File: src/rtl/sccl_consts.vh
`ifndef SCCL_CONSTS_VH
`define SCCL_CONSTS_VH
// Register word indices, matched against adr_i[5:2]
`define SCCL_ADR_MODE 4'h0
`define SCCL_ADR_RSVD 4'h1
`define SCCL_ADR_PW1 4'h2
`define SCCL_ADR_PW2 4'h3
`define SCCL_ADR_CMD 4'h4
`define SCCL_ADR_TIME1 4'h5
`define SCCL_ADR_TIME2 4'h6
`define SCCL_ADR_STAT 4'h7
`define SCCL_ADR_IRQ 4'h8
`define SCCL_ADR_MASK 4'h9
// Mode byte fields
`define SCCL_B_RADIO 7
`define SCCL_B_PULSE 6
`define SCCL_B_LOCAL 5
// Command register fields
`define SCCL_C_LINE 0
`define SCCL_C_RUN 1
`define SCCL_C_STOP 2
`define SCCL_C_SETT 3
// Pulse width limits in tenths of a second
`define SCCL_PW_MIN 5'h02
`define SCCL_PW_MAX 5'h1e
`define SCCL_PW_SEC 5'h02
`define SCCL_PW_RST 5'h02
// Time counts
`define SCCL_TENTH_CYC 23'h4c4b40
`define SCCL_TICKS_SEC 4'ha
`define SCCL_MAX_SEC 6'h3b
`define SCCL_MAX_HR 5'h17
`define SCCL_DAY_SEC 17'h1517f
`define SCCL_HALF_DAY 17'ha8c0
`endif

File: src/rtl/sccl_sync2.v
`timescale 1ns/1ps
`default_nettype none
module sccl_sync2 #(
   parameter W = 4
) (
   input wire clk_i,
   input wire [W-1:0] d_i,
   output wire [W-1:0] q_o
);
   reg [W-1:0] s1_r;
   reg [W-1:0] s2_r;
   // Two stage synchroniser
   always @(posedge clk_i) begin
      s1_r <= d_i;
      s2_r <= s1_r;
   end
   assign q_o = s2_r;
endmodule
`default_nettype wire

File: src/rtl/sccl_pulse.v
`timescale 1ns/1ps
`default_nettype none
`include "sccl_consts.vh"
module sccl_pulse (
   input wire clk_i,
   input wire rst_i,
   input wire tick_i,
   input wire start_i,
   input wire [4:0] width_i,
   output reg busy_o,
   output reg pol_o
);
   reg [4:0] cnt_r;
   // Width counter, polarity toggles at each start
   always @(posedge clk_i) begin
      if (rst_i) begin
         busy_o <= 1'b0;
         pol_o <= 1'b0;
         cnt_r <= 5'h00;
      end else if (start_i && !busy_o) begin
         busy_o <= 1'b1;
         pol_o <= ~pol_o;
         cnt_r <= width_i;
      end else if (busy_o && tick_i) begin
         if (cnt_r == 5'h01) begin
            busy_o <= 1'b0;
         end
         cnt_r <= cnt_r - 5'h01;
      end
   end
endmodule
`default_nettype wire

File: src/rtl/sccl_top.v
// Notes on behaviour
// - Mode bit 7 low adds radio fault
// - Any fault releases the alarm relay
// - Relay re-energised when no fault remains
// - Mode bit 6 picks pulses or time code
// - Time-code mode enables each running line
// - Mode bit 5 picks local time or UTC
// - Minute pulse 0.2 to 3.0 s
// - Separate pulse width per minute line
// - Seconds line 0.2 s width unused, minsec_w tied low
// - Run state and line time are readable
// - Stop halts line time and pulses
// - Run advances line time to system time
// - Line time set 00:00:00-23:59:59 on confirm
// - Setting line time puts line running
// - Line time held during faults
`timescale 1ns/1ps
`default_nettype none
`include "sccl_consts.vh"
module sccl_top (
   // System
   input wire clk_i,
   input wire rst_i,
   // Wishbone slave
   input wire cyc_i,
   input wire stb_i,
   input wire we_i,
   input wire [5:0] adr_i,
   input wire [3:0] sel_i,
   input wire [31:0] dat_i,
   output reg [31:0] dat_o,
   output reg ack_o,
   // Time base from host system
   input wire [16:0] sys_utc_i,
   input wire [16:0] sys_local_i,
   input wire sys_sec_i,
   // Fault pins
   input wire radio_fail_i,
   input wire line1_fault_i,
   input wire line2_fault_i,
   input wire supply_fault_i,
   // Line outputs
   output reg [1:0] line_drive_o,
   output reg [1:0] line_pol_o,
   output reg [1:0] timecode_en_o,
   output reg alarm_relay_o,
   output reg irq_o
);
   // Synchronised pins
   wire [3:0] flt_s;
   wire sec_s;
   sccl_sync2 #(.W(5)) u_sync (
      .clk_i(clk_i),
      .d_i({sys_sec_i, supply_fault_i, line2_fault_i, line1_fault_i, radio_fail_i}),
      .q_o({sec_s, flt_s})
   );
   reg [7:0] mode_r;
   reg [7:0] rsvd_r;
   reg [4:0] pw1_r;
   reg [4:0] pw2_r;
   reg [1:0] run_r;
   reg [16:0] lt1_r;
   reg [16:0] lt2_r;
   reg [2:0] irq_st_r;
   reg [2:0] irq_mk_r;
   reg sec_d_r;
   reg [22:0] div_r;
   reg tick_r;
   reg [3:0] tcnt_r;
   reg [1:0] step_r;
   reg fault_d_r;
   wire fault_w;
   wire [1:0] busy_w;
   wire [1:0] pol_w;
   wire acc_w;
   wire [3:0] idx_w;
   wire [16:0] sys_w;
   wire sec_edge_w;
   wire pulse_mode_w;
   wire minsec_w;

   // Clamp a pulse width to legal tenths
   function [4:0] clamp_pw;
      input [4:0] v;
      begin
         if (v < `SCCL_PW_MIN) begin
            clamp_pw = `SCCL_PW_MIN;
         end else if (v > `SCCL_PW_MAX) begin
            clamp_pw = `SCCL_PW_MAX;
         end else begin
            clamp_pw = v;
         end
      end
   endfunction

   // Pack hh:mm:ss BCD-free fields into seconds of day
   function [16:0] hms_to_sec;
      input [4:0] h;
      input [5:0] m;
      input [5:0] s;
      begin
         hms_to_sec = {12'h000, h} * 17'h00e10 + {11'h000, m} * 17'h0003c + {11'h000, s};
      end
   endfunction

   // Next second of day, wrapping at midnight
   function [16:0] inc_sec;
      input [16:0] t;
      begin
         inc_sec = (t == `SCCL_DAY_SEC) ? 17'h00000 : t + 17'h00001;
      end
   endfunction

   assign acc_w = cyc_i && stb_i && !ack_o;
   assign idx_w = adr_i[5:2];
   assign pulse_mode_w = mode_r[`SCCL_B_PULSE];
   assign minsec_w = 1'b0;
   assign sys_w = mode_r[`SCCL_B_LOCAL] ? sys_local_i : sys_utc_i;
   assign sec_edge_w = sec_s && !sec_d_r;
   // Common fault, radio only when not suppressed
   assign fault_w = flt_s[1] || flt_s[2] || flt_s[3] ||
                    (flt_s[0] && !mode_r[`SCCL_B_RADIO]);

   // Bus register writes and line control
   always @(posedge clk_i) begin
      if (rst_i) begin
         mode_r <= 8'h40;
         rsvd_r <= 8'h00;
         pw1_r <= `SCCL_PW_RST;
         pw2_r <= `SCCL_PW_RST;
         run_r <= 2'b00;
         lt1_r <= 17'h00000;
         lt2_r <= 17'h00000;
         irq_mk_r <= 3'h0;
      end else begin
         // Line time catches up once per second when running and fault free
         if (step_r[0]) begin
            lt1_r <= inc_sec(lt1_r);
         end
         if (step_r[1]) begin
            lt2_r <= inc_sec(lt2_r);
         end
         if (acc_w && we_i && sel_i[0]) begin
            case (idx_w)
               `SCCL_ADR_MODE: mode_r <= dat_i[7:0];
               `SCCL_ADR_RSVD: rsvd_r <= dat_i[7:0];
               `SCCL_ADR_PW1: pw1_r <= clamp_pw(dat_i[4:0]);
               `SCCL_ADR_PW2: pw2_r <= clamp_pw(dat_i[4:0]);
               `SCCL_ADR_MASK: irq_mk_r <= dat_i[2:0];
               `SCCL_ADR_CMD: begin
                  if (dat_i[`SCCL_C_STOP]) begin
                     run_r[dat_i[`SCCL_C_LINE]] <= 1'b0;
                  end else if (dat_i[`SCCL_C_RUN]) begin
                     run_r[dat_i[`SCCL_C_LINE]] <= 1'b1;
                  end
                  if (dat_i[`SCCL_C_SETT] && dat_i[28:24] <= `SCCL_MAX_HR &&
                      dat_i[21:16] <= `SCCL_MAX_SEC && dat_i[13:8] <= `SCCL_MAX_SEC) begin
                     if (dat_i[`SCCL_C_LINE]) begin
                        lt2_r <= hms_to_sec(dat_i[28:24], dat_i[21:16], dat_i[13:8]);
                     end else begin
                        lt1_r <= hms_to_sec(dat_i[28:24], dat_i[21:16], dat_i[13:8]);
                     end
                     run_r[dat_i[`SCCL_C_LINE]] <= 1'b1;
                  end
               end
               default: ;
            endcase
         end
      end
   end

   // Tenth-second tick, seconds edge, step decisions
   always @(posedge clk_i) begin
      if (rst_i) begin
         div_r <= 23'h000000;
         tick_r <= 1'b0;
         tcnt_r <= 4'h0;
         sec_d_r <= 1'b0;
         step_r <= 2'b00;
         fault_d_r <= 1'b0;
      end else begin
         sec_d_r <= sec_s;
         fault_d_r <= fault_w;
         tick_r <= (div_r == `SCCL_TENTH_CYC - 23'h000001);
         div_r <= (div_r == `SCCL_TENTH_CYC - 23'h000001) ? 23'h000000 : div_r + 23'h000001;
         if (tick_r) begin
            tcnt_r <= (tcnt_r == `SCCL_TICKS_SEC - 4'h1) ? 4'h0 : tcnt_r + 4'h1;
         end
         // Step a minute line when its time lags the system time; hold under fault
         step_r[0] <= tick_r && tcnt_r == 4'h0 && run_r[0] && !fault_w && !busy_w[0] &&
                      lt1_r != sys_w;
         step_r[1] <= tick_r && tcnt_r == 4'h0 && run_r[1] && !fault_w && !busy_w[1] &&
                      lt2_r != sys_w;
      end
   end

   // Pulse generators, one per line
   sccl_pulse u_p1 (
      .clk_i(clk_i),
      .rst_i(rst_i),
      .tick_i(tick_r),
      .start_i(step_r[0] && pulse_mode_w),
      .width_i(pw1_r),
      .busy_o(busy_w[0]),
      .pol_o(pol_w[0])
   );
   sccl_pulse u_p2 (
      .clk_i(clk_i),
      .rst_i(rst_i),
      .tick_i(tick_r),
      .start_i(step_r[1] && pulse_mode_w),
      .width_i(minsec_w ? `SCCL_PW_SEC : pw2_r),
      .busy_o(busy_w[1]),
      .pol_o(pol_w[1])
   );

   // Outputs, interrupt status and bus answer
   always @(posedge clk_i) begin
      if (rst_i) begin
         ack_o <= 1'b0;
         dat_o <= 32'h00000000;
         irq_st_r <= 3'h0;
         irq_o <= 1'b0;
         alarm_relay_o <= 1'b0;
         line_drive_o <= 2'b00;
         line_pol_o <= 2'b00;
         timecode_en_o <= 2'b00;
      end else begin
         ack_o <= acc_w;
         alarm_relay_o <= !fault_w;
         line_drive_o <= pulse_mode_w ? busy_w : 2'b00;
         line_pol_o <= pol_w;
         timecode_en_o <= (!pulse_mode_w) ? run_r : 2'b00;
         // Status: bit0 fault rise, bit1 fault clear, bit2 sync second; set wins
         irq_st_r <= (irq_st_r & ~((acc_w && we_i && idx_w == `SCCL_ADR_IRQ) ? dat_i[2:0] : 3'h0))
                     | {sec_edge_w, fault_d_r && !fault_w, fault_w && !fault_d_r};
         irq_o <= |(irq_st_r & irq_mk_r);
         dat_o <= 32'h00000000;
         if (acc_w && !we_i) begin
            case (idx_w)
               `SCCL_ADR_MODE: dat_o <= {24'h000000, mode_r};
               `SCCL_ADR_RSVD: dat_o <= {24'h000000, rsvd_r};
               `SCCL_ADR_PW1: dat_o <= {27'h0000000, pw1_r};
               `SCCL_ADR_PW2: dat_o <= {27'h0000000, pw2_r};
               `SCCL_ADR_TIME1: dat_o <= {14'h0000, run_r[0], lt1_r};
               `SCCL_ADR_TIME2: dat_o <= {14'h0000, run_r[1], lt2_r};
               `SCCL_ADR_STAT: dat_o <= {26'h0000000, fault_w, flt_s, run_r[1]};
               `SCCL_ADR_IRQ: dat_o <= {29'h00000000, irq_st_r};
               `SCCL_ADR_MASK: dat_o <= {29'h00000000, irq_mk_r};
               default: dat_o <= 32'h00000000;
            endcase
         end
      end
   end
endmodule
`default_nettype wire

File: config.mk
export PLATFORM = sky130hd
export DESIGN_NAME = sccl_top
export DESIGN_NICKNAME = d
export VERILOG_FILES = /design/src/rtl/sccl_sync2.v /design/src/rtl/sccl_pulse.v /design/src/rtl/sccl_top.v
export VERILOG_INCLUDE_DIRS = /design/src /design/src/rtl
export SDC_FILE = /design/constraint.sdc
export NUM_CORES = 1
export LEC_CHECK = 0
export ABC_AREA = 1
export BUFFER_PORTS_ARGS = -buffer_cell sky130_fd_sc_hd__buf_2
export CAP_MARGIN = 10
export CORE_MARGIN = 1.5
export CORE_UTILIZATION = 25
export DETAILED_ROUTE_END_ITERATION = 8
export SETUP_SLACK_MARGIN = 0.3
export SYNTH_ARGS = -nofsm -noshare
export SYNTH_HDL_FRONTEND = slang
export SYNTH_SLANG_ARGS = --single-unit
export TNS_END_PERCENT = 10
File: constraint.sdc
create_clock -name clk_i -period 4.35 [get_ports clk_i]
set_input_delay 0.435 -clock clk_i [delete_from_list [all_inputs] [get_ports clk_i]]
set_output_delay 0.435 -clock clk_i [all_outputs]
set_load 0.03 [all_outputs]
## Word-level counts from Yosys, hierarchy flattened

Index checks and enable logic that the tools add are counted.

- Output and inout port bits: 41
- Register bits after elaboration: 165
- Input bits: 86
- Word-level logic and storage cells: 171

- $add $sub $neg: 8
- Bitwise operators: 12
- Equal/unequal tests: 17
- $mul: 2
- Multiplexer cells: 36
- Magnitude comparators: 7
- Reductions and logical operators: 59

Operators by type and width:

| kind | number |
|---|---|
| $mux 17 | 13 |
| $pmux 18 s9 | 1 |
| $add 17x1->17 const B | 2 |
| $eq 17x17->1 const B | 2 |
| $ne 17x17->1 | 2 |
| $mux 5 | 6 |
| $logic_and 1x1->1 | 29 |
| $add 23x1->23 const B | 1 |
| $eq 23x23->1 const B | 1 |
| $add 17x12->17 | 1 |
| $add 17x6->17 | 1 |
| $eq 4x3->1 const B | 4 |
| $reduce_and 2->1 | 8 |
| $mul 5x8->13 const B | 1 |
| $eq 4x4->1 const B | 3 |
| $le 6x6->1 const B | 2 |
| $mux 2 | 6 |
| $eq 5x1->1 const B | 2 |
| $mul 6x4->10 const B | 1 |
| $sub 5x1->5 const B | 2 |
| $eq 4x2->1 const B | 2 |
| $logic_not 1->1 | 8 |
| $logic_not 4->1 | 2 |
| $reduce_bool 2->1 | 4 |
| 21 further kinds | 37 |

## Longest topological paths before layout

- Depth after elaboration: 12
- Mapped depth: 25
- Mapped depth without buffers: 25

## Cells and area by module

Synthesis repeated with hierarchy kept, for this count alone.

- Cell total of the unflattened synthesis: 1473
- Area, all modules: 10064.7 um2

Modules (own cells, without submodules):

| module | area each (um2) | instances | seq. area each (um2) | cells each |
|---|---|---|---|---|
| sccl_top | 9046.2 | 1 | 2542.4 | 1341 |
| sccl_pulse | 409.1 | 2 | 140.1 | 61 |
| sccl_sync2 | 200.2 | 1 | 200.2 | 10 |

## Worst setup path before layout

No wires, ideal clock.

- Kind: input to register
- Start: input port dat_i[19]
- End: register lt1_r[16]
- Setup time: 109 ps
- Arrival: 3882 ps
- Required time: 4241 ps
- Path buffers: 0
- Slack: 359 ps
- Stages: 24
- Path through: inv_1 -> fa_1 -> fa_1 -> inv_1 -> ha_1 -> a21oi_1 -> nand2_1 -> a21oi_1 -> o21ai_0 -> xnor2_1 -> inv_1 -> ha_1 -> ha_1 -> a21o_1 -> nand2_1 -> nand2_1 -> nand2_1 -> nand2_1 -> nand2_1 -> nand2_1 -> nand2_1 -> nand3_1 -> nand2_1 -> inv_1

- Longest elaborated chain between the ends: 7
- Elaborated cells between the ends (all ways): 10
- Classes of those cells: add/sub: 2; mul: 1; order compare: 1; mux: 4; reduce/logical: 2

RTL lines:

| what | line | source |
|---|---|---|
| from (decl) | sccl_top.v:30 | `input wire [31:0] dat_i,` |
| $mul 6x4->10 | sccl_top.v:102 | `hms_to_sec = {12'h000, h} * 17'h00e10 + {11'h000, m} * 17'h0003c + {11'h000, s};` |
| $add 17x12->17 | sccl_top.v:102 |  |
| $add 17x6->17 | sccl_top.v:102 |  |
| $mux 17 | sccl_top.v:158 | `` if (dat_i[`SCCL_C_LINE]) begin `` |
| $mux 17 * | sccl_top.v:156 | `` if (dat_i[`SCCL_C_SETT] && dat_i[28:24] <= `SCCL_MAX_HR && `` |
| $mux 17 * | sccl_top.v:144 | `case (idx_w)` |
| $mux 17 * | sccl_top.v:143 | `if (acc_w && we_i && sel_i[0]) begin` |
| to (signal assigned) | sccl_top.v:138 | `lt1_r <= inc_sec(lt1_r);` |
| to (signal assigned) | sccl_top.v:161 | `lt1_r <= hms_to_sec(dat_i[28:24], dat_i[21:16], dat_i[13:8]);` |
| to (decl) | sccl_top.v:62 | `reg [16:0] lt1_r;` |

Mark *: on every way between the ends. The rest lies on a longest branch, timed or not.
A chain may end at the register's enable or synchronous reset.

## Final worst setup path

- Start: input port dat_i[16]
- End: register lt2_r[15]

- Longest elaborated chain between the ends: 7
- Elaborated cells between the ends (all ways): 10
- Classes of those cells: add/sub: 2; mul: 1; order compare: 1; mux: 4; reduce/logical: 2

RTL lines:

| what | line | source |
|---|---|---|
| $mul 6x4->10 | sccl_top.v:102 |  |
| $add 17x12->17 | sccl_top.v:102 |  |
| $add 17x6->17 | sccl_top.v:102 |  |
| $mux 17 | sccl_top.v:158 |  |
| $mux 17 * | sccl_top.v:156 |  |
| $mux 17 * | sccl_top.v:144 |  |
| $mux 17 * | sccl_top.v:143 |  |
| to (signal assigned) | sccl_top.v:141 | `lt2_r <= inc_sec(lt2_r);` |
| to (signal assigned) | sccl_top.v:159 | `lt2_r <= hms_to_sec(dat_i[28:24], dat_i[21:16], dat_i[13:8]);` |
| to (decl) | sccl_top.v:63 | `reg [16:0] lt2_r;` |

Marked as above.

==> flow_summary.json <==
{
  "dp_hpwl_um": 23600,
  "drtIter0Drc": 681,
  "fin_nets": 1670,
  "finClkSkew_ns": 0.0109,
  "crit_cells": 16,
  "cts_hold_buf": 0,
  "dp.cells": 2007,
  "grt_antenna_before_repair": 0,
  "start_util_pct": 25.3,
  "rsz0062_at_grt": "true",
  "cts-resized-gates": 0,
  "clock_latency_ns": 0.43,
  "post-route-min-period_ns": 3.77,
  "slew_violations": 0,
  "reg2reg_slack_ns": 2.18,
  "cpLargestDelayFamily": "adder cells",
  "num_io_pins": 127,
  "min_delay_path_depth": 1,
  "p_leak_nw": 4.95,
  "cp_slowest_cell": "fa_1",
  "routabilityCongestion": 0.917,
  "io_buffer_count": 100,
  "clock-sinks": 151,
  "synth_top_area_share_pct": 30.9,
  "yosysSeqAreaShare_pct": 30.9,
  "dieArea_um2": 40300,
  "core_um2": 38600,
  "path_cells": "buf_2 > fa_1 > fa_1 > inv_1 > fa_1 > o21ai_1 > xor2_1 > inv_1 > ha_1 > ha_1 > a21o_1 > o21ai_0 > nand3_1 > nand3b_1 > nand3_1 > a21oi_1",
  "crit_buf_inv": 3,
  "finalSetupViolations": 0,
  "fin_crit_sh_pct": 86.6,
  "max_stage_delay_ns": 0.52,
  "cts_root_buf": "clkbuf_16",
  "required_ns": 4.72,
  "wire_per_inst_um": 14.6,
  "cts_buffers": 17,
  "reg2regPathDepth": 9,
  "overflow": 0,
  "cp_max_fo": 4,
  "cp-start-kind": "input pin",
  "critPathKind": "input pin to register",
  "final_cells": 2039,
  "setup_tns_ns": 0,
  "final_common_cell": "nand2_1",
  "syn_inst": 1405,
  "drive_gt1_share_pct": 13.2,
  "cts_setup_buffers": 0,
  "grt_pass1_vias": 9032,
  "synth_area_um2": 9780,
  "clkTransAtPathRegs_ns": 0.07,
  "yosysTopAreaCell": "dfxtp_1",
  "synth_area_leaders": "dfxtp_1 31%, nand2_1 12%, ha_1 7.8%",
  "avgSynthCellArea_um2": 6.96,
  "max_cap_viol_count": 0,
  "grt_max_degree": 42,
  "hold_path_class": "input pin to register",
  "ir_worst_vdd_mv": 0.271,
  "clockBufferDepth": 2,
  "vias": 9500,
  "cts_tree": "built",
  "worstMarginPinSlew_ns": 1.07,
  "rows": 72,
  "cp.arrival_ns": 4.13,
  "cpMostUsedCell": "fa_1",
  "relSlewSlack_pct": 28.4,
  "grt_pass1_wl_um": 47700,
  "status": "completed",
  "crit_path_end_kind": "register",
  "drt-total-wl_um": 29800,
  "synth_cell_type_count": 54,
  "htreeDepth": 4,
  "firstDrtPassIters": 5,
  "hold_viol_final": 0,
  "synth_seq_cells": 151,
  "via_per_inst": 4.66,
  "track_usage_pct": 14.8,
  "drt.antenna.violating_nets": 0,
  "fmax_ghz": 0.266,
  "area_delta_synth_final_pct": 18.1,
  "synth_warnings": 0,
  "route.detailed.drc": 0,
  "mostFrequentLayoutCells": "302 x nand2_1, 182 x inv_1, 151 x dfxtp_1",
  "antenna_cells": 0,
  "power.density_nw_per_um2": 371,
  "die_w_um": 201,
  "die_h_um": 201
}
==> final timing paths <==
check	from	endpoint
setup / recovery	dat_i[16]	lt2_r[15]
hold / removal	line2_fault_i	u_sync.s1_r[2]
setup reg to reg	mode_r[5]	step_r[1]
hold reg to reg	u_sync.s1_r[4]	u_sync.q_o[4]
==> report_power, final <==
group          switching, mW  internal (mW)
Sequential           0.00859           1.39
Clock                  0.640           1.04
Combinational          0.720          0.480
Total                   1.37           2.92
==> cell type report <==
class / count / area [um2]
fillers: 4219 / 27100
multi-input cells: 1027 / 5850
flip-flops and latches: 151 / 3020
inverters: 192 / 724
well taps: 518 / 648
repair buffers: 119 / 643
clock buffers: 19 / 443
clock inverters: 13 / 216
==> through the flow <==
stage / util [%] / area [um2] / total power, mW / setup WS (ns) / hold WS, ns
after floorplan: - / 9830 / 2.20 / 0.359 / 0.310
after global placement: 28.1 / 10800 / 2.58 / 0.00631 / 0.320
after detailed placement: 28.1 / 10800 / 2.58 / -0.0272 / 0.320
after CTS: 29.8 / 11500 / 4.27 / 0.446 / 0.0881
after global routing: 29.9 / 11600 / 4.54 / 0.294 / 0.100
final: 29.9 / 11600 / 4.28 / 0.584 / 0.107
==> cells in the mapped netlist (all sizes together) <==
master and instances:
a211oi 4, a21o 3, a21oi 101, a221oi 2, a31oi 11, a32o 1, and2 2, buf 29
clkbuf 19, clkinv 4, conb 1, dfxtp 151, fa 15, ha 61, inv 188, mux2i 1
nand2 308, nand3 100, nand3b 4, nand4 37, nor2 129, nor3 39, nor3b 5, nor4 9
o2111ai 6, o211ai 5, o21a 5, o21ai 81, o221ai 2, o22ai 13, o31ai 1, o32ai 1
or2 12, xnor2 10, xor2 45
==> sequential cells by signal (all words and copies together), names as in the netlist, 4 cells and up <==
| name | count |
|---|---|
| dat_o | 18 |
| rsvd_r | 8 |
| mode_r | 8 |
| lt2_r | 17 |
| u_sync.s1_r | 5 |
| pw2_r | 5 |
| u_p2.cnt_r | 5 |
| pw1_r | 5 |
| u_p1.cnt_r | 5 |
| div_r | 23 |
| tcnt_r | 4 |
| lt1_r | 17 |
| u_sync.q_o | 5 |
==> logic make-up after synthesis <==
family / share of synthesized area, %
other: 0.0384
AND/OR/NAND/NOR: 29.3
multiplexers: 0.102
AO/OA/AOI/OAI: 13.6
buffers and inverters: 10.2
XOR/XNOR: 4.93
adder cells (fa/ha/maj): 10.9
flip-flops: 30.9
==> layer usage <==
layer  GRT usage [%]  share of wire (%)
met1            20.4                 48
met2            23.8                 45
met3            2.16                5.3
met4            4.56                2.1
met5               0                  0
No activity file was read; power rests on OpenSTA's default activity.
